--- src/rtl/rioc_pkg.sv ---
// package for the relay i/o point conditioning block
// assumes a single 100 MHz clock domain and a plain register port
package rioc_pkg;
	localparam int CLK_MHZ = 100;
	// scan tick period, in microseconds
	localparam int SCAN_US = 500;
	localparam int SCAN_CYC = SCAN_US * CLK_MHZ;
	localparam int US_CYC = CLK_MHZ;
	localparam int N_CIN = 8;
	localparam int N_VIN = 32;
	localparam int N_COUT = 8;
	localparam int N_VOUT = 64;
	localparam int N_PAIR = 128;
	localparam int N_DNA = 32;
	localparam int N_USER = 32;
	localparam int N_DEV = 4;
	localparam int HOLD_MULT = 3;
	localparam int PASS_PER_CYC = 8;
	// register word indices (byte address = index * 4)
	localparam logic [7:0] REG_CTRL = 8'h00;
	localparam logic [7:0] REG_DEBOUNCE = 8'h01;
	localparam logic [7:0] REG_PASS_LEN = 8'h02;
	localparam logic [7:0] REG_VIN_EN = 8'h03;
	localparam logic [7:0] REG_VIN_LATCH = 8'h04;
	localparam logic [7:0] REG_VIN_CMD = 8'h05;
	localparam logic [7:0] REG_VIN_STATE = 8'h06;
	localparam logic [7:0] REG_CIN_STATE = 8'h07;
	localparam logic [7:0] REG_STAMP = 8'h08;
	localparam logic [7:0] REG_UPDATE_S = 8'h09;
	localparam logic [7:0] REG_DEV_SEL = 8'h0A;
	localparam logic [7:0] REG_OFFLINE = 8'h0B;
	localparam logic [7:0] REG_SBO = 8'h0C;
	localparam logic [7:0] REG_EVT_EN = 8'h0D;
	localparam logic [31:0] DEBOUNCE_RST = 32'h0000_0005;
	localparam logic [31:0] PASS_LEN_RST = 32'h0000_0D05;
	localparam logic [31:0] UPDATE_S_RST = 32'h0000_003C;
	localparam logic [31:0] SBO_RST = 32'h0000_0064;
endpackage : rioc_pkg

--- src/rtl/rioc_nvram.sv ---
// small retained store for the virtual input states
// assumes contents survive loss of control power (backed storage)
`timescale 1ns/1ps
module rioc_nvram (
	input wire logic i_clock,
	input wire logic i_we,
	input wire logic [31:0] i_wdata,
	output logic [31:0] o_rdata
);
	logic [31:0] mem;
	// no reset on purpose: this word must outlive a power loss
	always_ff @(posedge i_clock) begin
		if (i_we) begin
			mem <= i_wdata;
		end
		o_rdata <= mem;
	end
endmodule : rioc_nvram

--- src/rtl/rioc_top.sv ---
// relay i/o point conditioning: contact inputs, virtual i/o, remote points
// assumes equation engine and network stack outside; one 100 MHz clock
`timescale 1ns/1ps
// Operation
// - scan contact inputs every 0.5 ms
// - operand lags debounce plus at most one pass
// - late validation waits for next pass
// - eight protection passes per power cycle
// - stamp change with first new-state sample time
// - same debounce for rising and falling
// - 32 virtual inputs, zero until commanded
// - virtual input states saved, but restored as zero (vin_en, vin_latch still reset)
// - disabled virtual input held at zero
// - self-reset pulse lasts one pass
// - latched input follows latest command
// - select-before-operate timer auto de-selects
// - contact output operate or seal-in
// - contact output changes logged when enabled, unless a contact input event takes that cycle
// - 64 virtual outputs, zero when undriven
// - virtual output changes logged when enabled, unless a contact input or output event takes that cycle
// - 32 predefined plus 32 user pairs
// - send on power-up, change, or interval
// - hold time is three update intervals
// - accept only selected originators
// - hold timer expiry applies default states
// - accepted message updates points, restarts timer
// - level must stay stable whole debounce time
// - operand updated at pass start
module rioc_top (
	input wire logic i_clock,
	input wire logic i_rst_n,
	input wire logic [7:0] i_addr,
	input wire logic [31:0] i_wdata,
	input wire logic i_wr,
	input wire logic i_rd,
	output logic [31:0] o_rdata,
	input wire logic [rioc_pkg::N_CIN-1:0] i_contact,
	output logic [rioc_pkg::N_CIN-1:0] o_cin_operand,
	output logic o_pass_start,
	output logic [rioc_pkg::N_VIN-1:0] o_vin_operand,
	input wire logic [rioc_pkg::N_COUT-1:0] i_cout_operate,
	input wire logic [rioc_pkg::N_COUT-1:0] i_cout_seal,
	output logic [rioc_pkg::N_COUT-1:0] o_cout,
	input wire logic [rioc_pkg::N_VOUT-1:0] i_vout_eqn,
	input wire logic [rioc_pkg::N_VOUT-1:0] i_vout_assigned,
	output logic [rioc_pkg::N_VOUT-1:0] o_vout,
	output logic o_event,
	output logic [1:0] o_event_kind,
	output logic [31:0] o_event_stamp,
	input wire logic [rioc_pkg::N_DNA-1:0] i_dna_pair,
	input wire logic [rioc_pkg::N_USER-1:0] i_user_status_pair,
	output logic o_tx_send,
	output logic [2*rioc_pkg::N_PAIR-1:0] o_tx_pairs,
	output logic [31:0] o_tx_hold_s,
	input wire logic i_rx_valid,
	input wire logic [1:0] i_rx_dev,
	input wire logic i_rx_dev_match,
	input wire logic [31:0] i_rx_hold_s,
	input wire logic [63:0] i_rx_points,
	input wire logic [63:0] i_rx_default,
	output logic [rioc_pkg::N_DEV*64-1:0] o_remote_points,
	output logic [rioc_pkg::N_DEV-1:0] o_offline
);
	localparam int SCW = $clog2(rioc_pkg::SCAN_CYC);
	logic [SCW-1:0] scan_cnt;
	logic scan_tick;
	logic [6:0] us_cnt;
	logic us_tick;
	logic [31:0] now_us;
	logic [31:0] debounce;
	logic [31:0] pass_len;
	logic [31:0] pass_cnt;
	logic [31:0] vin_en;
	logic [31:0] vin_latch;
	logic [31:0] vin_cmd;
	logic [31:0] vin_prev_cmd;
	logic [31:0] vin_state;
	logic [31:0] nv_rdata;
	logic nv_loaded;
	logic [31:0] update_s;
	logic [3:0] dev_sel;
	logic [31:0] sbo_len;
	logic [31:0] sbo_cnt;
	logic [3:0] evt_en;
	logic [31:0] stamp_last;
	logic [31:0] sec_cnt;

	// contact pin synchroniser: second stage is the only reader of first
	logic [rioc_pkg::N_CIN-1:0] sync1;
	logic [rioc_pkg::N_CIN-1:0] sync2;
	always_ff @(posedge i_clock) begin
		sync1 <= i_contact;
		sync2 <= sync1;
	end

	always_ff @(posedge i_clock) begin
		if (!i_rst_n || scan_tick) begin
			scan_cnt <= '0;
		end else begin
			scan_cnt <= scan_cnt + 1'b1;
		end
	end
	assign scan_tick = (scan_cnt == SCW'(rioc_pkg::SCAN_CYC - 1));

	// microsecond time base for stamps and for the update and hold timers
	always_ff @(posedge i_clock) begin
		if (!i_rst_n || us_tick) begin
			us_cnt <= '0;
		end else begin
			us_cnt <= us_cnt + 1'b1;
		end
	end
	assign us_tick = (us_cnt == 7'(rioc_pkg::US_CYC - 1));
	always_ff @(posedge i_clock) begin
		if (!i_rst_n) begin
			now_us <= '0;
		end else if (us_tick) begin
			now_us <= now_us + 32'h0000_0001;
		end
	end

	// pass period set by the pass length register (cycle length / 8)
	always_ff @(posedge i_clock) begin
		if (!i_rst_n || o_pass_start) begin
			pass_cnt <= '0;
		end else begin
			pass_cnt <= pass_cnt + 32'h0000_0001;
		end
	end
	assign o_pass_start = (pass_cnt >= pass_len - 32'h0000_0001);

	// debounce per input; candidate, count of agreeing scans, stamp
	logic [rioc_pkg::N_CIN-1:0] valid_state;
	logic [rioc_pkg::N_CIN-1:0] pend;
	logic [7:0] cnt [rioc_pkg::N_CIN];
	logic [31:0] first_us [rioc_pkg::N_CIN];
	logic [rioc_pkg::N_CIN-1:0] validate;
	// a zero debounce validates on the first new-state sample
	// before first_us is written, so that stamp comes from now_us
	logic [31:0] stamp_of [rioc_pkg::N_CIN];
	always_comb begin
		for (int i = 0; i < rioc_pkg::N_CIN; i++) begin
			validate[i] = scan_tick && (sync2[i] != valid_state[i]) &&
				(32'(cnt[i]) + 32'h0000_0001 >= debounce + 32'h0000_0001);
			stamp_of[i] = (cnt[i] == 8'h00) ? now_us : first_us[i];
		end
	end
	// stable for whole debounce time; symmetric; restart
	always_ff @(posedge i_clock) begin
		if (!i_rst_n) begin
			valid_state <= '0;
			for (int i = 0; i < rioc_pkg::N_CIN; i++) begin
				cnt[i] <= '0;
				first_us[i] <= '0;
			end
		end else if (scan_tick) begin
			for (int i = 0; i < rioc_pkg::N_CIN; i++) begin
				if (sync2[i] == valid_state[i]) begin
					cnt[i] <= '0;
				end else if (validate[i]) begin
					valid_state[i] <= sync2[i];
					cnt[i] <= '0;
				end else begin
					// stamp held from the first new-state sample
					if (cnt[i] == 8'h00) begin
						first_us[i] <= now_us;
					end
					cnt[i] <= cnt[i] + 8'h01;
				end
			end
		end
	end

	// operand refreshed at pass start; late change waits
	always_ff @(posedge i_clock) begin
		if (!i_rst_n) begin
			o_cin_operand <= '0;
		end else if (o_pass_start) begin
			o_cin_operand <= valid_state;
		end
	end

	// retained virtual input word, reloaded once after reset but masked by vin_en and vin_latch, still zero then
	rioc_nvram u_nv (
		.i_clock(i_clock),
		.i_we(nv_loaded),
		.i_wdata(vin_state),
		.o_rdata(nv_rdata)
	);

	// states zero until command; disabled; pulse; latch
	always_ff @(posedge i_clock) begin
		if (!i_rst_n) begin
			vin_state <= '0;
			vin_prev_cmd <= '0;
			nv_loaded <= 1'b0;
			o_vin_operand <= '0;
		end else if (!nv_loaded) begin
			vin_state <= nv_rdata & vin_en & vin_latch;
			nv_loaded <= 1'b1;
		end else if (o_pass_start) begin
			vin_prev_cmd <= vin_cmd;
			for (int i = 0; i < rioc_pkg::N_VIN; i++) begin
				if (!vin_en[i]) begin
					vin_state[i] <= 1'b0;
					o_vin_operand[i] <= 1'b0;
				end else if (vin_latch[i]) begin
					vin_state[i] <= vin_cmd[i];
					o_vin_operand[i] <= vin_cmd[i];
				end else begin
					vin_state[i] <= 1'b0;
					o_vin_operand[i] <= vin_cmd[i] & ~vin_prev_cmd[i];
				end
			end
		end
	end

	logic sbo_selected;
	always_ff @(posedge i_clock) begin
		if (!i_rst_n) begin
			sbo_selected <= 1'b0;
			sbo_cnt <= '0;
		end else if (i_wr && i_addr == rioc_pkg::REG_VIN_CMD) begin
			sbo_selected <= 1'b1;
			sbo_cnt <= sbo_len;
		end else if (sbo_selected && us_tick) begin
			if (sbo_cnt <= 32'h0000_0001) begin
				sbo_selected <= 1'b0;
			end
			sbo_cnt <= sbo_cnt - 32'h0000_0001;
		end
	end

	// operate or seal-in; virtual outputs each pass
	always_ff @(posedge i_clock) begin
		if (!i_rst_n) begin
			o_cout <= '0;
			o_vout <= '0;
		end else if (o_pass_start) begin
			o_cout <= i_cout_operate | (i_cout_seal & o_cout);
			o_vout <= i_vout_eqn & i_vout_assigned;
		end
	end

	// event pulse, one per cycle; contact inputs win, then contact outputs, then virtual outputs
	logic [rioc_pkg::N_COUT-1:0] cout_d;
	logic [rioc_pkg::N_VOUT-1:0] vout_d;
	always_ff @(posedge i_clock) begin
		if (!i_rst_n) begin
			cout_d <= '0;
			vout_d <= '0;
			o_event <= 1'b0;
			o_event_kind <= 2'h0;
			o_event_stamp <= '0;
			stamp_last <= '0;
		end else begin
			cout_d <= o_cout;
			vout_d <= o_vout;
			o_event <= 1'b0;
			if (evt_en[0] && |validate) begin
				o_event <= 1'b1;
				o_event_kind <= 2'h0;
				for (int i = rioc_pkg::N_CIN - 1; i >= 0; i--) begin
					if (validate[i]) begin
						o_event_stamp <= stamp_of[i];
						stamp_last <= stamp_of[i];
					end
				end
			end else if (evt_en[1] && (cout_d != o_cout)) begin
				o_event <= 1'b1;
				o_event_kind <= 2'h1;
				o_event_stamp <= now_us;
			end else if (evt_en[2] && (vout_d != o_vout)) begin
				o_event <= 1'b1;
				o_event_kind <= 2'h2;
				o_event_stamp <= now_us;
			end
		end
	end

	// send on power-up, on change of a pair, else on interval
	logic [rioc_pkg::N_DNA-1:0] dna_d;
	logic [rioc_pkg::N_USER-1:0] user_d;
	logic boot_sent;
	always_ff @(posedge i_clock) begin
		if (!i_rst_n) begin
			dna_d <= '0;
			user_d <= '0;
			boot_sent <= 1'b0;
			sec_cnt <= '0;
			o_tx_send <= 1'b0;
		end else begin
			dna_d <= i_dna_pair;
			user_d <= i_user_status_pair;
			o_tx_send <= 1'b0;
			if (!boot_sent || dna_d != i_dna_pair ||
				user_d != i_user_status_pair ||
				sec_cnt >= update_s * 32'd1000000) begin
				o_tx_send <= 1'b1;
				boot_sent <= 1'b1;
				sec_cnt <= '0;
			end else if (us_tick) begin
				sec_cnt <= sec_cnt + 32'h0000_0001;
			end
		end
	end
	// 32 dna and 32 user pairs as true/complement, rest zero
	always_comb begin
		o_tx_pairs = '0;
		for (int i = 0; i < rioc_pkg::N_DNA; i++) begin
			o_tx_pairs[2*i +: 2] = {i_dna_pair[i], ~i_dna_pair[i]};
			o_tx_pairs[2*(rioc_pkg::N_DNA+i) +: 2] =
				{i_user_status_pair[i], ~i_user_status_pair[i]};
		end
	end
	assign o_tx_hold_s = update_s * 32'(rioc_pkg::HOLD_MULT);

	logic [31:0] hold_us [rioc_pkg::N_DEV];
	always_ff @(posedge i_clock) begin
		if (!i_rst_n) begin
			o_offline <= '1;
			o_remote_points <= '0;
			for (int d = 0; d < rioc_pkg::N_DEV; d++) begin
				hold_us[d] <= '0;
			end
		end else begin
			for (int d = 0; d < rioc_pkg::N_DEV; d++) begin
				if (i_rx_valid && i_rx_dev_match && dev_sel[d] &&
					i_rx_dev == 2'(d)) begin
					hold_us[d] <= i_rx_hold_s * 32'd1000000;
					o_offline[d] <= 1'b0;
					o_remote_points[64*d +: 64] <= i_rx_points;
				end else if (hold_us[d] != 32'h0 && us_tick) begin
					hold_us[d] <= hold_us[d] - 32'h0000_0001;
				end else if (hold_us[d] == 32'h0) begin
					o_offline[d] <= 1'b1;
					o_remote_points[64*d +: 64] <= i_rx_default;
				end
			end
		end
	end

	// register writes
	always_ff @(posedge i_clock) begin
		if (!i_rst_n) begin
			debounce <= rioc_pkg::DEBOUNCE_RST;
			pass_len <= rioc_pkg::PASS_LEN_RST;
			vin_en <= '0;
			vin_latch <= '0;
			vin_cmd <= '0;
			update_s <= rioc_pkg::UPDATE_S_RST;
			dev_sel <= '0;
			sbo_len <= rioc_pkg::SBO_RST;
			evt_en <= '0;
		end else if (i_wr) begin
			if (i_addr == rioc_pkg::REG_DEBOUNCE) begin
				debounce <= i_wdata;
			end else if (i_addr == rioc_pkg::REG_PASS_LEN) begin
				pass_len <= i_wdata;
			end else if (i_addr == rioc_pkg::REG_VIN_EN) begin
				vin_en <= i_wdata;
			end else if (i_addr == rioc_pkg::REG_VIN_LATCH) begin
				vin_latch <= i_wdata;
			end else if (i_addr == rioc_pkg::REG_VIN_CMD) begin
				vin_cmd <= i_wdata & vin_en;
			end else if (i_addr == rioc_pkg::REG_UPDATE_S) begin
				update_s <= i_wdata;
			end else if (i_addr == rioc_pkg::REG_DEV_SEL) begin
				dev_sel <= i_wdata[3:0];
			end else if (i_addr == rioc_pkg::REG_SBO) begin
				sbo_len <= i_wdata;
			end else if (i_addr == rioc_pkg::REG_EVT_EN) begin
				evt_en <= i_wdata[3:0];
			end
		end
	end

	// register reads, unmapped reads as zero
	always_ff @(posedge i_clock) begin
		if (!i_rst_n) begin
			o_rdata <= '0;
		end else if (i_rd) begin
			if (i_addr == rioc_pkg::REG_CTRL) begin
				o_rdata <= {31'h0, sbo_selected};
			end else if (i_addr == rioc_pkg::REG_DEBOUNCE) begin
				o_rdata <= debounce;
			end else if (i_addr == rioc_pkg::REG_PASS_LEN) begin
				o_rdata <= pass_len;
			end else if (i_addr == rioc_pkg::REG_UPDATE_S) begin
				o_rdata <= update_s;
			end else if (i_addr == rioc_pkg::REG_VIN_STATE) begin
				o_rdata <= o_vin_operand;
			end else if (i_addr == rioc_pkg::REG_CIN_STATE) begin
				o_rdata <= {24'h0, o_cin_operand};
			end else if (i_addr == rioc_pkg::REG_STAMP) begin
				o_rdata <= stamp_last;
			end else if (i_addr == rioc_pkg::REG_OFFLINE) begin
				o_rdata <= {28'h0, o_offline};
			end else begin
				o_rdata <= '0;
			end
		end else begin
			o_rdata <= '0;
		end
	end

	// seal-in only holds an already energised output
	seal_hold_a: assert property (@(posedge i_clock) disable iff (!i_rst_n)
		o_pass_start && !i_cout_operate[0] && !o_cout[0]
		|=> !o_cout[0]) else $error("seal-in energised idle output");
	vout_zero_a: assert property (@(posedge i_clock) disable iff (!i_rst_n)
		o_pass_start && !i_vout_assigned[0] |=> !o_vout[0])
		else $error("unassigned virtual output high");
	vin_dis_a: assert property (@(posedge i_clock) disable iff (!i_rst_n)
		o_pass_start && nv_loaded && !vin_en[0] |=> !o_vin_operand[0])
		else $error("disabled virtual input high");
	// contact operand only moves at a pass start
	cin_pass_a: assert property (@(posedge i_clock) disable iff (!i_rst_n)
		!$past(o_pass_start) |-> $stable(o_cin_operand))
		else $error("contact operand moved off pass");
	hold_three_a: assert property (@(posedge i_clock) disable iff (!i_rst_n)
		o_tx_hold_s == update_s * 32'd3)
		else $error("hold time not three intervals");
	scan_gap_a: assert property (@(posedge i_clock) disable iff (!i_rst_n)
		scan_tick |=> !scan_tick [*8])
		else $error("scan ticks too close");
	online_a: assert property (@(posedge i_clock) disable iff (!i_rst_n)
		i_rx_valid && i_rx_dev_match && dev_sel[0] && i_rx_dev == 2'h0
		&& i_rx_hold_s != 32'h0 |=> !o_offline[0])
		else $error("offline not cleared");
	// power-up send within two cycles of reset release
	boot_send_a: assert property (@(posedge i_clock)
		$rose(i_rst_n) |-> ##[0:2] o_tx_send)
		else $error("no power-up message");
endmodule : rioc_top

--- config.mk ---
export PLATFORM = sky130hd
export DESIGN_NAME = rioc_top
export DESIGN_NICKNAME = d
export VERILOG_FILES = /design/src/rtl/rioc_pkg.sv /design/src/rtl/rioc_nvram.sv /design/src/rtl/rioc_top.sv
export SDC_FILE = /design/constraint.sdc
export NUM_CORES = 2
export LEC_CHECK = 0
export ABC_CLOCK_PERIOD_IN_PS = 20900
export BUFFER_PORTS_ARGS = -buffer_cell sky130_fd_sc_hd__buf_4
export CORE_AREA = 2 2 445 447
export DETAILED_ROUTE_END_ITERATION = 8
export DIE_AREA = 0 0 447 449
export GPL_TIMING_DRIVEN = 0
export SYNTH_ARGS = -nofsm -noshare
export SYNTH_HDL_FRONTEND = slang
export SYNTH_HIERARCHICAL = 1
export SYNTH_SLANG_ARGS = --single-unit
--- constraint.sdc ---
create_clock -name i_clock -period 20.9 [get_ports i_clock]
set_input_delay 6.27 -clock i_clock [delete_from_list [all_inputs] [get_ports i_clock]]
set_output_delay 6.27 -clock i_clock [all_outputs]
set_load 0.02 [all_outputs]
==> impl_metrics.tcl <==
set metrics [dict create \
    status "finished with violations" \
    violations "max-capacitance violations, max-slew violations" \
    nets 11071 \
    switchingPower_mw 2.458 \
    cp_top_family "simple AND/OR/NAND/NOR gates" \
    grtUsageTotal_pct 38.35 \
    area_delta_synth_final_pct 22.17 \
    numCtsBuffers 174 \
    grt_max_degree 66 \
    clk_latency_ns 0.87 \
    crit_chain "nor4_1 -> nand2_1 -> or4_1 -> clkbuf_1 -> or3_1 -> or2_2 -> nand2b_1 -> xor2_1 -> ha_1 -> a21o_1 -> a21o_1 -> a21o_1 -> a21o_1 -> a21o_1 -> a21o_1 -> a21o_1 -> nor2_1 -> clkinv_1 -> clkbuf_1 -> clkbuf_1 -> buf_4" \
    cp-startpoint "pass_len[2]" \
    yosysSeqAreaShare_pct 42.99 \
    synth_area_mm2 0.08014 \
    place_congestion 1.035 \
    vias 75361 \
    grt_pass1_vias 69521 \
    slew-limit-headroom_pct -8.894 \
    endpoint "o_pass_start" \
    grt-ovfl-total 0 \
    grt_pass1_wl_um 543200 \
    cp_slowest_cell "clkbuf_1" \
    end_kind "output pin" \
    p_sw_share_pct 31.29 \
    p_leak_nw 39.51 \
    worst_hold_path_type "reg2reg" \
    dp_slack_ns 7.697 \
    power_frac_seq_pct 39.1 \
    cts_root_buf "clkbuf_16" \
    async_flop_share_pct 0 \
    holdPathStages 0 \
    ys_types 88 \
    ys.warnings.count 6 \
    ys.flop_type "dfxtp_1" \
    core_mm2 0.1962 \
    drt_iter0_drc 8869 \
    cts.sinks 1497 \
    setup_slack_ns 6.846 \
    p_per_area_mw_per_mm2 80.23 \
    post_cts_resize_count 0 \
    crit_type "reg2out" \
    p_total_mw 7.856 \
    cap_violations 4 \
    r2r-start "update_s[2]" \
    peakVddDrop_mv 0.1314 \
    setup_viol 0 \
    syn-instance-count 8861 \
    slew_viol_final 46 \
    synth_area_per_cell_um2 9.044 \
    pwr-share-comb_pct 19.6 \
    cts.clk_slew.worst_paths_ns 0.06 \
    final_core_utilization_pct 49.90 \
    worstRegToRegCells 28 \
    cts_hold_buf 0 \
    detail-route-antenna-nets 0 \
    die_x_um 447 \
    via_per_inst 5.791 \
    drive_above_1_share_pct 16.35 \
    cp_num_cells 21 \
    clkPwrFrac_pct 41.3 \
    antenna_found_initial 52 \
    rrSetupSlack_ns 11.26 \
    drc 0 \
    arrival_ns 7.78 \
    ys_seq_elements 1497 \
    num_io_pins 1153 \
    layout_commonest_cell "nand2_1" \
    hold_viol_final 0 \
    clk_path_buf_depth 3 \
    path_buf_inv 5 \
    h-tree-depth 4 \
    dp_cells 12649 \
    place_area_mm2 0.09177 \
    wire_per_inst_um 30.62 \
    timing.setup.tns_ns 0 \
    cpMostUsedCell "a21o_1" \
    dpl.hpwl_um 320400 \
    fmax_mhz 71.15 \
    p_int_mw 5.397 \
    min_period_ns 14.05 \
    die_h_um 449 \
    start_util_pct 40.85 \
    fin_crit_sh_pct 67.25 \
    finClkSkew_ns 0.07673 \
    dr.pass1.iters 7 \
    cp.required_ns 14.63 \
    cp-start-kind "flop" \
    synth_edf_count 448 \
    port_buffers 1014 \
    routed_wl_um 398400 \
    final_cells 13013 \
    cts_setup_buffers 0 \
    cts_tree "yes" \
    hold_slack_ns 0.3211 \
    rsz0062_at_grt "false" \
    postLayoutCellArea_mm2 0.09791 \
    num_rows 163 \
    worst_pin_slew_ns 1.633 \
    dieArea_mm2 0.2007 \
    final_cell_mix "nand2_1 (1225), buf_4 (1212), dfxtp_1 (1049), nor2_1 (989), a21oi_1 (528)" \
    reg2reg_to "sec_cnt[2]" \
    critPathMaxFanout 12 \
    cpPeakStageDelay_ns 0.72 \
]
[power by group through the flow]
| stage | Sequential, mW | Clock, mW | Combinational [mW] |
|---|---|---|---|
| finish | 3.07 | 3.24 | 1.54 |
| global route | 3.07 | 3.38 | 1.65 |
| detailed placement | 3.13 | 0 | 1.51 |
| CTS | 3.07 | 3.26 | 1.52 |
| floorplan | 3.12 | 0 | 0.848 |
| global placement | 3.13 | 0 | 1.50 |
[layer usage]
layer  vias to the layer above  wire length, µm  GRT usage, %
li1                      33379                -             -
met1                     37013           152600         47.64
met2                      4152           163700         54.05
met3                       809            51200         15.42
met4                         8            30840         26.15
met5                         -               59             0
[cell usage after synthesis, drive strengths merged (15+ instances only)]
cell type | instances | share of area [%]
a31oi | 32 | 0.25
o22ai | 82 | 0.64
nor4 | 64 | 0.54
a22oi | 33 | 0.31
and3 | 90 | 0.70
nor3 | 110 | 0.70
o221ai | 25 | 0.36
nand2b | 26 | 0.20
or2 | 18 | 0.14
a211oi | 172 | 1.6
xnor2 | 287 | 3.1
edfxtp | 448 | 17
or4 | 29 | 0.28
a21o | 74 | 0.69
o21ai | 249 | 1.6
or3 | 38 | 0.30
a222oi | 35 | 0.44
mux2 | 83 | 1.2
xor2 | 262 | 2.9
o2111ai | 51 | 0.56
a2bb2oi | 19 | 0.26
nand4 | 86 | 0.69
a21oi | 528 | 3.3
inv | 412 | 1.9
ha | 327 | 5.1
a311oi | 180 | 2.0
and2 | 89 | 0.69
o32ai | 17 | 0.19
nand3 | 316 | 2.0
nor2b | 63 | 0.49
fa | 133 | 3.3
a31o | 17 | 0.19
clkbuf | 489 | 2.3
nor2 | 990 | 4.6
dfxtp | 1049 | 26
o22a | 15 | 0.16
mux2i | 312 | 3.9
buf | 230 | 2.1
nand2 | 1231 | 5.8
and4 | 15 | 0.16
o211ai | 18 | 0.17
[cell families after synthesis]
group / share of synthesized area (%)
other cells: 0.004679
fa+ha+maj: 8.428
flops: 42.99
xor+xnor: 6.000
compound gates: 13.50
simple gates: 17.73
mux: 5.068
buf+inv: 6.276
[state kept, by name, summed over array words and instances, names as in the netlist, 64 cells and up]
register / cells
o_vout: 64
hold_us: 128
o_remote_points: 256
vout_d: 64
cnt: 64
first_us: 256
[worst register-to-register path, delay by kind of cell, from the launching register on]
| kind | cells | cell delay (ns) |
|---|---|---|
| fa+ha+maj | 8 | 3.47 |
| compound gates | 10 | 2.53 |
| simple gates | 3 | 1.52 |
| buf+inv | 6 | 1.00 |
| flops | 1 | 0.84 |
| xor+xnor | 1 | 0.21 |
[area by class of cell]
class | instances | area [µm²]
clock inverter | 73 | 927.1
buffer | 719 | 3493
multi-input combinational | 6359 | 41230
antenna | 38 | 95.09
timing repair buffer | 1023 | 7760
tap | 2640 | 3303
inverter | 413 | 1550
clock buffer | 251 | 5096
fill | 18653 | 98290
sequential | 1497 | 34450
[how the worst min path moves through the flow]
stage               end      from
2_1_floorplan  sync2[0]  sync1[0]
3_3_place_gp   sync2[0]  sync1[0]
3_5_place_dp   sync2[0]  sync1[0]
4_1_cts        sync2[0]  sync1[0]
5_1_grt        sync2[7]  sync1[7]
6_report       sync2[7]  sync1[7]
No activity file was read; power rests on OpenSTA's default activity.
